==> config.mk <==
export PLATFORM = sky130hd
export DESIGN_NAME = ccas_top
export DESIGN_NICKNAME = d
export VERILOG_FILES = /design/src/inc/ccas_pkg.sv /design/src/logic/ccas_sync.sv /design/src/logic/ccas_change_latch.sv /design/src/logic/ccas_top.sv
export SDC_FILE = /design/constraint.sdc
export NUM_CORES = 1
export LEC_CHECK = 0
export BUFFER_PORTS_ARGS = -buffer_cell sky130_fd_sc_hd__buf_4
export CORE_AREA = 2 2 101 103
export DETAILED_ROUTE_END_ITERATION = 10
export DIE_AREA = 0 0 103 105
export GPL_TIMING_DRIVEN = 0
export HOLD_SLACK_MARGIN = 0.06
export PLACE_DENSITY_LB_ADDON = 0.15
export SYNTH_ARGS = -nofsm -noshare
export SYNTH_HDL_FRONTEND = slang
export SYNTH_SLANG_ARGS = --single-unit
==> constraint.sdc <==
create_clock -name CLK_SYS -period 1.9 [get_ports CLK_SYS]
set_clock_uncertainty 0.15 [all_clocks]
set_input_delay 0.095 -clock CLK_SYS [delete_from_list [all_inputs] [get_ports CLK_SYS]]
set_output_delay 0.095 -clock CLK_SYS [all_outputs]
set_load 0.005 [all_outputs]
==> src/inc/ccas_pkg.sv <==
// Constants for the clear-channel alarm control and status block
package ccas_pkg;

	// ----------------------------------------------------------------
	// Sizes
	// ----------------------------------------------------------------
	localparam int CCAS_NPORT = 4;
	localparam int CCAS_AW = 12;
	localparam int CCAS_DW = 16;
	localparam int CCAS_OFS_W = 8;
	localparam int CCAS_PORT_W = 2;

	// ----------------------------------------------------------------
	// Port space decode: port p sits at byte address (2p+1) * 0x100
	// ----------------------------------------------------------------
	localparam int CCAS_PORT_LSB = 9;
	localparam int CCAS_PORT_ODD_BIT = 8;

	// ----------------------------------------------------------------
	// Register offsets within one port space
	// ----------------------------------------------------------------
	localparam logic [7:0] CCAS_OFS_TX_CTRL = 8'h18;
	localparam logic [7:0] CCAS_OFS_RX_CTRL = 8'h20;
	localparam logic [7:0] CCAS_OFS_RX_LIVE = 8'h24;
	localparam logic [7:0] CCAS_OFS_RX_LATCH = 8'h28;
	localparam logic [7:0] CCAS_OFS_RX_IE = 8'h2C;

	// ----------------------------------------------------------------
	// Field positions
	// ----------------------------------------------------------------
	localparam int CCAS_BIT_TX_FORCE = 0;
	localparam int CCAS_BIT_MAN_INSERT = 12;
	localparam int CCAS_BIT_AUTO_DISABLE = 11;
	localparam int CCAS_BIT_ALL_ONES = 8;
	localparam int CCAS_BIT_SIG_ABSENT = 0;

	// ----------------------------------------------------------------
	// Reset values
	// ----------------------------------------------------------------
	localparam logic CCAS_RST_BIT = 1'b0;
	localparam logic [15:0] CCAS_RST_WORD = 16'h0000;

endpackage : ccas_pkg

==> src/logic/ccas_sync.sv <==
// Two-stage synchroniser for one asynchronous level
`timescale 1ns/100ps
`default_nettype none

module ccas_sync
	import ccas_pkg::*;
(
	input wire logic clk,
	input wire logic rst_n,
	input wire logic async_i,
	output logic sync_o
);

	logic meta_q;
	logic sync_q;

	// ----------------------------------------------------------------
	// Two flops, first read only by second
	// ----------------------------------------------------------------
	always_ff @(posedge clk) begin
		if (!rst_n) begin
			meta_q <= CCAS_RST_BIT;
			sync_q <= CCAS_RST_BIT;
		end else begin
			meta_q <= async_i;
			sync_q <= meta_q;
		end
	end

	assign sync_o = sync_q;

endmodule : ccas_sync

`default_nettype wire

==> src/logic/ccas_change_latch.sv <==
// Live status flop with sticky change latch, write-one-to-clear
`timescale 1ns/100ps
`default_nettype none

module ccas_change_latch
	import ccas_pkg::*;
(
	input wire logic clk,
	input wire logic rst_n,
	input wire logic level_i,
	input wire logic clear_i,
	output logic live_o,
	output logic latch_o
);

	logic live_q;
	logic latch_q;
	logic change;

	// ----------------------------------------------------------------
	// Live level and change detect
	// ----------------------------------------------------------------
	always_ff @(posedge clk) begin
		if (!rst_n) begin
			live_q <= CCAS_RST_BIT;
		end else begin
			live_q <= level_i;
		end
	end

	assign change = live_q ^ level_i;

	// ----------------------------------------------------------------
	// Sticky latch, set wins over clear
	// ----------------------------------------------------------------
	always_ff @(posedge clk) begin
		if (!rst_n) begin
			latch_q <= CCAS_RST_BIT;
		end else if (change) begin
			latch_q <= 1'b1;
		end else if (clear_i) begin
			latch_q <= 1'b0;
		end
	end

	assign live_o = live_q;
	assign latch_o = latch_q;

endmodule : ccas_change_latch

`default_nettype wire

==> src/logic/ccas_top.sv <==
// Clear-channel alarm control, live status, change latches and interrupt
`timescale 1ns/100ps
`default_nettype none

// Notes on behaviour
// - Transmit force bit set replaces outgoing data with ones; clear passes data.
// - Transmit forcing is software bit OR the external force pin.
// - Manual insertion bit set forces downstream receive data to ones.
// - Signal absence inserts downstream ones unless auto-disable bit is set.
// - Live bit 8 reads one while unframed all-ones condition holds.
// - Live bit 0 follows the external signal-absent pin level.
// - All-ones change latch sets on any edge of live all-ones bit.
// - Signal-absent change latch sets on any edge of live bit.
// - All-ones latch with its enable set raises the interrupt.
// - Signal-absent latch with its enable set raises the interrupt.
module ccas_top
	import ccas_pkg::*;
(
	input wire logic CLK_SYS,
	input wire logic RST_N,
	input wire logic [CCAS_AW-1:0] ADDR,
	input wire logic [CCAS_DW-1:0] WDATA,
	input wire logic WR,
	input wire logic RD,
	output logic [CCAS_DW-1:0] RDATA,
	input wire logic [CCAS_NPORT-1:0] TX_DATA_IN,
	input wire logic [CCAS_NPORT-1:0] TRANSMIT_ALARM_FORCE,
	output logic [CCAS_NPORT-1:0] TX_DATA_OUT,
	input wire logic [CCAS_NPORT-1:0] RX_DATA_IN,
	input wire logic [CCAS_NPORT-1:0] UNFRAMED_ALL_ONES_IN,
	input wire logic [CCAS_NPORT-1:0] SIGNAL_ABSENT_INPUT,
	output logic [CCAS_NPORT-1:0] RX_DATA_OUT,
	output logic IRQ
);

	// ----------------------------------------------------------------
	// Address decode
	// ----------------------------------------------------------------
	logic port_hit;
	logic [CCAS_PORT_W-1:0] port_idx;
	logic [CCAS_OFS_W-1:0] ofs;
	logic wr_tx_ctrl;
	logic wr_rx_ctrl;
	logic wr_rx_latch;
	logic wr_rx_ie;

	assign port_hit = ADDR[CCAS_PORT_ODD_BIT];
	assign port_idx = ADDR[CCAS_PORT_LSB +: CCAS_PORT_W];
	assign ofs = ADDR[CCAS_OFS_W-1:0];

	always_comb begin
		wr_tx_ctrl = 1'b0;
		wr_rx_ctrl = 1'b0;
		wr_rx_latch = 1'b0;
		wr_rx_ie = 1'b0;
		if (!(WR && port_hit)) begin
			wr_tx_ctrl = 1'b0;
		end else if (ofs == CCAS_OFS_TX_CTRL) begin
			wr_tx_ctrl = 1'b1;
		end else if (ofs == CCAS_OFS_RX_CTRL) begin
			wr_rx_ctrl = 1'b1;
		end else if (ofs == CCAS_OFS_RX_LATCH) begin
			wr_rx_latch = 1'b1;
		end else if (ofs == CCAS_OFS_RX_IE) begin
			wr_rx_ie = 1'b1;
		end
	end

	// ----------------------------------------------------------------
	// Read strobe decode
	// ----------------------------------------------------------------
	logic rd_tx_ctrl;
	logic rd_rx_ctrl;
	logic rd_rx_live;
	logic rd_rx_latch;
	logic rd_rx_ie;

	always_comb begin
		rd_tx_ctrl = 1'b0;
		rd_rx_ctrl = 1'b0;
		rd_rx_live = 1'b0;
		rd_rx_latch = 1'b0;
		rd_rx_ie = 1'b0;
		if (!(RD && port_hit)) begin
			rd_tx_ctrl = 1'b0;
		end else if (ofs == CCAS_OFS_TX_CTRL) begin
			rd_tx_ctrl = 1'b1;
		end else if (ofs == CCAS_OFS_RX_CTRL) begin
			rd_rx_ctrl = 1'b1;
		end else if (ofs == CCAS_OFS_RX_LIVE) begin
			rd_rx_live = 1'b1;
		end else if (ofs == CCAS_OFS_RX_LATCH) begin
			rd_rx_latch = 1'b1;
		end else if (ofs == CCAS_OFS_RX_IE) begin
			rd_rx_ie = 1'b1;
		end
	end

	// ----------------------------------------------------------------
	// Per-port state
	// ----------------------------------------------------------------
	logic tx_force_q [CCAS_NPORT];
	logic man_insert_q [CCAS_NPORT];
	logic auto_disable_q [CCAS_NPORT];
	logic ones_ie_q [CCAS_NPORT];
	logic absent_ie_q [CCAS_NPORT];
	logic tx_out_q [CCAS_NPORT];
	logic rx_out_q [CCAS_NPORT];
	logic force_pin [CCAS_NPORT];
	logic absent_pin [CCAS_NPORT];
	logic ones_live [CCAS_NPORT];
	logic absent_live [CCAS_NPORT];
	logic ones_latch [CCAS_NPORT];
	logic absent_latch [CCAS_NPORT];
	logic [CCAS_DW-1:0] word_tx_ctrl [CCAS_NPORT];
	logic [CCAS_DW-1:0] word_rx_ctrl [CCAS_NPORT];
	logic [CCAS_DW-1:0] word_rx_live [CCAS_NPORT];
	logic [CCAS_DW-1:0] word_rx_latch [CCAS_NPORT];
	logic [CCAS_DW-1:0] word_rx_ie [CCAS_NPORT];
	logic [CCAS_NPORT-1:0] irq_term;

	genvar p;
	generate
		for (p = 0; p < CCAS_NPORT; p++) begin : g_port
			logic sel;
			logic wr_tx_port;
			logic wr_rx_port;
			logic wr_latch_port;
			logic wr_ie_port;
			logic clr_ones;
			logic clr_absent;
			logic tx_force_any;
			logic auto_insert;
			logic ones_req;
			logic absent_req;

			assign sel = (port_idx == CCAS_PORT_W'(p));
			assign wr_tx_port = wr_tx_ctrl && sel;
			assign wr_rx_port = wr_rx_ctrl && sel;
			assign wr_latch_port = wr_rx_latch && sel;
			assign wr_ie_port = wr_rx_ie && sel;
			// One-write clear of this port's latches
			assign clr_ones = wr_latch_port && WDATA[CCAS_BIT_ALL_ONES];
			assign clr_absent = wr_latch_port && WDATA[CCAS_BIT_SIG_ABSENT];

			// --------------------------------------------------------
			// Pin synchronisers
			// --------------------------------------------------------
			ccas_sync u_force_sync (
				.clk(CLK_SYS),
				.rst_n(RST_N),
				.async_i(TRANSMIT_ALARM_FORCE[p]),
				.sync_o(force_pin[p])
			);

			ccas_sync u_absent_sync (
				.clk(CLK_SYS),
				.rst_n(RST_N),
				.async_i(SIGNAL_ABSENT_INPUT[p]),
				.sync_o(absent_pin[p])
			);

			// --------------------------------------------------------
			// Control registers, one copy per port
			// --------------------------------------------------------
			always_ff @(posedge CLK_SYS) begin
				if (!RST_N) begin
					tx_force_q[p] <= CCAS_RST_BIT;
				end else if (wr_tx_port) begin
					tx_force_q[p] <= WDATA[CCAS_BIT_TX_FORCE];
				end
			end

			always_ff @(posedge CLK_SYS) begin
				if (!RST_N) begin
					man_insert_q[p] <= CCAS_RST_BIT;
				end else if (wr_rx_port) begin
					man_insert_q[p] <= WDATA[CCAS_BIT_MAN_INSERT];
				end
			end

			always_ff @(posedge CLK_SYS) begin
				if (!RST_N) begin
					auto_disable_q[p] <= CCAS_RST_BIT;
				end else if (wr_rx_port) begin
					auto_disable_q[p] <= WDATA[CCAS_BIT_AUTO_DISABLE];
				end
			end

			always_ff @(posedge CLK_SYS) begin
				if (!RST_N) begin
					ones_ie_q[p] <= CCAS_RST_BIT;
				end else if (wr_ie_port) begin
					ones_ie_q[p] <= WDATA[CCAS_BIT_ALL_ONES];
				end
			end

			always_ff @(posedge CLK_SYS) begin
				if (!RST_N) begin
					absent_ie_q[p] <= CCAS_RST_BIT;
				end else if (wr_ie_port) begin
					absent_ie_q[p] <= WDATA[CCAS_BIT_SIG_ABSENT];
				end
			end

			// --------------------------------------------------------
			// Live status and change latches
			// --------------------------------------------------------
			ccas_change_latch u_ones_latch (
				.clk(CLK_SYS),
				.rst_n(RST_N),
				.level_i(UNFRAMED_ALL_ONES_IN[p]),
				.clear_i(clr_ones),
				.live_o(ones_live[p]),
				.latch_o(ones_latch[p])
			);

			ccas_change_latch u_absent_latch (
				.clk(CLK_SYS),
				.rst_n(RST_N),
				.level_i(absent_pin[p]),
				.clear_i(clr_absent),
				.live_o(absent_live[p]),
				.latch_o(absent_latch[p])
			);

			// --------------------------------------------------------
			// Transmit forcing
			// --------------------------------------------------------
			assign tx_force_any = tx_force_q[p] || force_pin[p];

			always_ff @(posedge CLK_SYS) begin
				if (!RST_N) begin
					tx_out_q[p] <= CCAS_RST_BIT;
				end else if (tx_force_any) begin
					tx_out_q[p] <= 1'b1;
				end else begin
					tx_out_q[p] <= TX_DATA_IN[p];
				end
			end

			// --------------------------------------------------------
			// Downstream alarm insertion
			// --------------------------------------------------------
			assign auto_insert = absent_live[p] && !auto_disable_q[p];

			always_ff @(posedge CLK_SYS) begin
				if (!RST_N) begin
					rx_out_q[p] <= CCAS_RST_BIT;
				end else if (man_insert_q[p]) begin
					rx_out_q[p] <= 1'b1;
				end else if (auto_insert) begin
					rx_out_q[p] <= 1'b1;
				end else begin
					rx_out_q[p] <= RX_DATA_IN[p];
				end
			end

			// --------------------------------------------------------
			// Interrupt terms
			// --------------------------------------------------------
			assign ones_req = ones_latch[p] && ones_ie_q[p];
			assign absent_req = absent_latch[p] && absent_ie_q[p];
			assign irq_term[p] = ones_req || absent_req;

			// --------------------------------------------------------
			// Read words of this port
			// --------------------------------------------------------
			always_comb begin
				word_tx_ctrl[p] = CCAS_RST_WORD;
				word_tx_ctrl[p][CCAS_BIT_TX_FORCE] = tx_force_q[p];
			end

			always_comb begin
				word_rx_ctrl[p] = CCAS_RST_WORD;
				word_rx_ctrl[p][CCAS_BIT_MAN_INSERT] = man_insert_q[p];
				word_rx_ctrl[p][CCAS_BIT_AUTO_DISABLE] = auto_disable_q[p];
			end

			always_comb begin
				word_rx_live[p] = CCAS_RST_WORD;
				word_rx_live[p][CCAS_BIT_ALL_ONES] = ones_live[p];
				word_rx_live[p][CCAS_BIT_SIG_ABSENT] = absent_live[p];
			end

			always_comb begin
				word_rx_latch[p] = CCAS_RST_WORD;
				word_rx_latch[p][CCAS_BIT_ALL_ONES] = ones_latch[p];
				word_rx_latch[p][CCAS_BIT_SIG_ABSENT] = absent_latch[p];
			end

			always_comb begin
				word_rx_ie[p] = CCAS_RST_WORD;
				word_rx_ie[p][CCAS_BIT_ALL_ONES] = ones_ie_q[p];
				word_rx_ie[p][CCAS_BIT_SIG_ABSENT] = absent_ie_q[p];
			end

			assign TX_DATA_OUT[p] = tx_out_q[p];
			assign RX_DATA_OUT[p] = rx_out_q[p];
		end
	endgenerate

	// ----------------------------------------------------------------
	// Read data, valid only in the cycle after the strobe
	// ----------------------------------------------------------------
	logic [CCAS_DW-1:0] rdata_d;
	logic [CCAS_DW-1:0] rdata_q;

	always_comb begin
		rdata_d = CCAS_RST_WORD;
		if (rd_tx_ctrl) begin
			rdata_d = word_tx_ctrl[port_idx];
		end else if (rd_rx_ctrl) begin
			rdata_d = word_rx_ctrl[port_idx];
		end else if (rd_rx_live) begin
			rdata_d = word_rx_live[port_idx];
		end else if (rd_rx_latch) begin
			rdata_d = word_rx_latch[port_idx];
		end else if (rd_rx_ie) begin
			rdata_d = word_rx_ie[port_idx];
		end
	end

	always_ff @(posedge CLK_SYS) begin
		if (!RST_N) begin
			rdata_q <= CCAS_RST_WORD;
		end else begin
			rdata_q <= rdata_d;
		end
	end

	assign RDATA = rdata_q;

	// ----------------------------------------------------------------
	// Level interrupt
	// ----------------------------------------------------------------
	logic irq_q;

	always_ff @(posedge CLK_SYS) begin
		if (!RST_N) begin
			irq_q <= CCAS_RST_BIT;
		end else begin
			irq_q <= |irq_term;
		end
	end

	assign IRQ = irq_q;

endmodule : ccas_top

`default_nettype wire

-- After elaboration in Yosys (flattened, before gate mapping)
Memory sizes are Yosys's and may differ from the RTL's.
Index checks and enable logic that the tools add are counted.
- bits in registers: 49
- latch bits: 0
- bits in writable memories: 28
- bits in read-only memories: 0
- input port bits: 52
- output and inout port bits: 25
- logic and storage cells: 368
- memories: 7
- memory list (memory ; depth ; width ; read ports ; clocked after memory_dff ; wr ports ; RTL line ; RTL):
    absent_ie_q ; 4 ; 1 ; 4 ; 0 ; 4 ; ccas_top.sv:106 ; logic absent_ie_q [CCAS_NPORT];
    auto_disable_q ; 4 ; 1 ; 4 ; 0 ; 4 ; ccas_top.sv:104 ; logic auto_disable_q [CCAS_NPORT];
    man_insert_q ; 4 ; 1 ; 4 ; 0 ; 4 ; ccas_top.sv:103 ; logic man_insert_q [CCAS_NPORT];
    ones_ie_q ; 4 ; 1 ; 4 ; 0 ; 4 ; ccas_top.sv:105 ; logic ones_ie_q [CCAS_NPORT];
    rx_out_q ; 4 ; 1 ; 4 ; 0 ; 4 ; ccas_top.sv:108 ; logic rx_out_q [CCAS_NPORT];
    tx_force_q ; 4 ; 1 ; 4 ; 0 ; 4 ; ccas_top.sv:102 ; logic tx_force_q [CCAS_NPORT];
    +1 memories ; -- ; -- ; -- ; -- ; -- ; -- ;
- add/subtract/negate cells: 0
- multipliers: 0
- div/mod/pow operators: 0
- magnitude comparators: 1
- equality and inequality tests: 8
- shift operators: 0
- mux-type cells: 209
- bitwise gates (word level): 49
- reductions and logical operators: 60
- operators with widths (cell ; count):
    16-bit two-way mux ; 15
    1-bit two-way mux ; 189
    16-bit binary-select mux with 2-bit select ; 5
    1-bit OR ; 40
    1-bit logical AND ; 38
    8-bit by 6-bit == test with 1-bit output, second input constant ; 4
    2-bit nonzero test ; 8
    8-bit by 5-bit == test with 1-bit output, second input constant ; 1
    1-bit logical OR ; 8
    1-bit bitwise XOR ; 8
    2-bit == test, second input constant ; 2
    1-bit logical NOT ; 4
    4-bit OR reduction ; 1
    3-bit >= comparator, second input constant ; 1
    2-bit inverter with 3-bit output ; 1
    2-bit by 1-bit == test with 1-bit output, second input constant ; 1
    2-bit logical NOT ; 1

-- Longest topological paths before layout
- word-level depth: 12
- mapped depth: 5
- depth with buffers taken out: 4

-- Hierarchy
A second synthesis with hierarchy kept.
- cells, all modules: 271
- area total of the unflattened synthesis: 2920.3 um^2
- by module, submodules not included (module ; instances ; cells each ; area an instance (um^2) ; sequential area each (um^2)):
    ccas_top ; 1 ; 191 ; 1939.4 ; 870.8
    ccas_change_latch ; 8 ; 6 ; 70.1 ; 40.0
    ccas_sync ; 8 ; 4 ; 52.6 ; 40.0

-- Worst setup path after synthesis
Ideal clock, no wire load.
- path type: input port to flip-flop
- from: input port ADDR[1]
- to: memory tx_force_q[3] (enable)
- library setup time: 0.304 ns
- data arrival time: 1.276 ns
- required time: 1.446 ns
- setup slack: 0.170 ns
- stages on the path: 4
- path buffers: 1
- cells stage by stage: or4_4 > or3_1 > buf_6 > o21ai_1
- RTL lines (item ; RTL line ; RTL):
    start: declaration ; ccas_top.sv:21 ; input wire logic [CCAS_AW-1:0] ADDR,
    end: declaration ; ccas_top.sv:102 ;

==> flow_summary_export.csv <==
group,metric,value,unit
worst_setup_path,crit_chain,"dlygate4sd3_1 > buf_4 > nand3b_1 > nor4_1 > nand2_1 > dlygate4sd3_1 > a21oi_1",
detailed_routing,drc,0,
clocking,clock_latency,0.35,ns
timing,hold_viol,0,
power_and_ir_drop,leakage,1.55,nW
global_routing,grt-busiest-layer,"met2",
yosys,synth_edf_count,21,
global_routing,grt_pass1_vias,2198,
global_routing,use_met1,16.5,%
yosys,syn_area,2830,sq um
detailed_routing,routedWlPerCell,13.6,um
clocking,numCtsBuffers,9,
timing,worstMarginPinSlew,0.654,ns
placement,dpl.hpwl,4960,um
clocking,clock_path_buffers,2,
worst_setup_path,endpoint_kind,"flop",
power_and_ir_drop,power_density,767,nW/um^2
worst_setup_path,critPathArrivalTime,1.90,ns
cells_and_area,antenna_cells,0,
worst_setup_path,r2r-start,"absent_ie_q[3]$_DFFE_PP_",
detailed_routing,vias,2193,
global_routing,antenna_found_initial,0,
worst_setup_path,cp_top_family,"buffers and inverters",
clocking,cts_tree,"done",
timing,finalCritPeriodShare,93.3,%
worst_setup_path,slowest_stage,"dlygate4sd3_1",
global_routing,grt_max_degree,11,
placement,gp_congestion,0.820,
cells_and_area,multiInputGateArea,1180,sq um
worst_setup_path,start_kind,"input pin",
worst_setup_path,critPathMaxFanout,4,
yosys,ys_ff_latch,65,
global_routing,met2_usage,22.0,%
min_path,hold_path_class,"input pin to flop",
timing,period_minus_slack,1.77,ns
timing,setup_viol,0,
die,start_util,29.4,%
timing,rsz0062_at_grt,"false",
placement,port_buffers,51,
min_path,min_from,"RST_N",
timing,tns,0,ns
detailed_routing,finalWirelength,6870,um
detailed_routing,antenna_left,0,
cells_and_area,final_util,40.6,%
yosys,ys_seq_area_share,53.4,%
worst_setup_path,worstSetupPathType,"input pin to flop",
timing,holdWs,0.0784,ns
global_routing,grt_remaining_overflow,0,
timing,slew-limit-headroom,56.3,%
cells_and_area,stdcell_area,3910,sq um
cells_and_area,nFillCells,999,
timing,max_freq,564,MHz
clocking,cts.sinks,65,
die,io_pins,77,
cells_and_area,drive_above_1_share,28.8,%
worst_setup_path,required,2.02,ns
cells_and_area,area_growth,38.1,%
yosys,ys_top_cells_by_count,"dfxtp_1 (44), and2_1 (24), nor2_1 (23), edfxtp_1 (21), buf_4 (20)",
die,die-area,10800,sq um
detailed_routing,first_pass_iters,4,
cells_and_area,final_nets,418,
global_routing,use_met3,4.55,%
die,die-height,105,um
die,coreArea,9640,sq um
detailed_routing,viasPerCell,4.35,
worst_setup_path,rrSetupSlack,0.33,ns
yosys,synthFlopType,"dfxtp_1",
power_and_ir_drop,power,0.00300,W
cells_and_area,seq_area,1510,sq um
die,die_w,103,um
worst_setup_path,cpMostUsedCell,"dlygate4sd3_1",
worst_setup_path,worstSetupStartpoint,"ADDR[8]",
placement,place_area,3440,sq um
worst_setup_path,cpPeakStageDelay,0.56,ns
global_routing,grt_usage,13.6,%
flow_run,cap_violations,0,
clocking,clkTransAtPathRegs,0.06,ns
yosys,synth_top_area_cell,"dfxtp_1",
timing,slew_viol_final,0,
worst_setup_path,critPathBufInv,3,
yosys,synthTopCellsByArea,"dfxtp_1 (31%), edfxtp_1 (22%), mux4_2 (7.2%), and2_1 (5.3%), buf_4 (5.3%)",
clocking,cts_setup_buffers,0,
yosys,synth_top_area_share,31.1,%
yosys,yosysWarningCount,0,
outcome,status,"finished, final reports clean",
yosys,yosys.cell_types.count,39,
yosys,yosysMostFrequentCell,"dfxtp_1",
yosys,syn_area_per_cell,10.9,sq um
clocking,clk_root_buffer_cell,"clkbuf_8",
die,rows,36,
yosys,syn_inst,260,
global_routing,grt_first_pass_wirelength,10800,um
power_and_ir_drop,peakVddDrop,0.000334,V
yosys,synth-async-reset-ratio,0,%
detailed_routing,drt-initial-drc-count,54,
clocking,htreeDepth,3,
[what timing repair did]
item,4_1_cts,5_1_grt
endpoints found under the setup margin,0,1
endpoints found under the hold margin,35,0
hold buffers,28,0
gates resized for setup,0,1
[per-layer routing]
| metal | wire, um | share of wire [%] | up-vias |
|---|---|---|---|
| li1 | - | - | 1091 |
| met4 | 131 | 1.9 | 0 |
| met2 | 3420 | 50 | 55 |
| met3 | 304 | 4.4 | 11 |
| met1 | 3020 | 44 | 1036 |
| met5 | 0 | 0 | - |
[placed cells by master (no fill, tap or decap), drive strengths merged]
cell type / synthesis / layout
buf: 25 / 76
nor3: 7 / 7
nand2: 14 / 14
dlygate4sd3: 0 / 28
nand2b: 6 / 6
and4b: 1 / 1
nor3b: 3 / 3
or3: 1 / 1
or4: 1 / 1
nor2: 23 / 23
a32oi: 1 / 1
mux4: 9 / 9
clkinv: 1 / 3
edfxtp: 21 / 21
a21oi: 14 / 14
or2: 3 / 3
mux2: 1 / 1
conb: 2 / 18
o22ai: 1 / 1
o21ai: 18 / 18
nand3: 2 / 2
nor4: 2 / 2
and2: 24 / 24
a22oi: 4 / 4
nand3b: 3 / 3
and3: 1 / 1
xnor2: 8 / 8
and3b: 2 / 2
a41oi: 1 / 1
nand4: 5 / 5
mux2i: 5 / 5
dfxtp: 44 / 44
clkbuf: 7 / 21
[cell type report]
| type | count | share of cell area, % |
|---|---|---|
| buffer | 32 | 5.28 |
| clock buffer | 14 | 4.45 |
| clock inverter | 2 | 0.256 |
| inverter | 1 | 0.0959 |
| multi-input combinational | 178 | 30.1 |
| sequential | 65 | 38.6 |
| tap | 133 | 4.25 |
| timing repair buffer | 79 | 16.9 |
[metrics by stage]
stage	setup WS, ns	cells
after detailed placement	-0.136	460
after global placement	-0.0716	460
after global routing	0.00888	504
final	0.127	504
after floorplan	0.170	276
after CTS	0.146	504
[final timing paths]
kind	endpoint	cells past startpoint
min reg2reg	g_port[0].u_force_sync.sync_o$_SDFF_PN0_	1
max reg2reg	RDATA[0]$_SDFF_PN0_	4
max	tx_force_q[2]$_DFF_P_	7
min	absent_ie_q[2]$_DFF_P_	3
[logic make-up after synthesis]
group / synth area share, %
simple gates: 19.5
flops: 53.4
compound gates: 7.69
buf+inv: 7.42
mux: 9.32
xor+xnor: 2.47
other cells: 0.265
[worst reg2reg max path, cell delays in order, from the launching register on]
cell      delay [ns]
edfxtp_1        0.40
mux4_2          0.47
mux2_2          0.27
nand2_1         0.06
a21oi_1         0.08
[report_power, final]
part           switching, W  leakage (nW)  internal [W]
logic              0.000148         0.891      0.000211
registers         0.0000339         0.565       0.00150
clock network      0.000520        0.0956      0.000586
total              0.000702          1.55       0.00230
[state kept, by name (all words and copies together), names as in the netlist]
name and flops:
IRQ 1, g_port.u_absent_sync.meta_q 4, g_port.u_force_sync.meta_q 4, g_port.u_ones_latch.live_o 4
man_insert_q 4, ones_ie_q 4, g_port.u_absent_latch.latch_o 4, g_port.u_force_sync.sync_o 4
rx_out_q 4, auto_disable_q 4, tx_force_q 4, g_port.u_ones_latch.latch_o 4
RDATA 4, tx_out_q 4, g_port.u_absent_latch.live_o 4, g_port.u_absent_sync.sync_o 4
absent_ie_q 4
No activity file was read; power rests on OpenSTA's default activity.
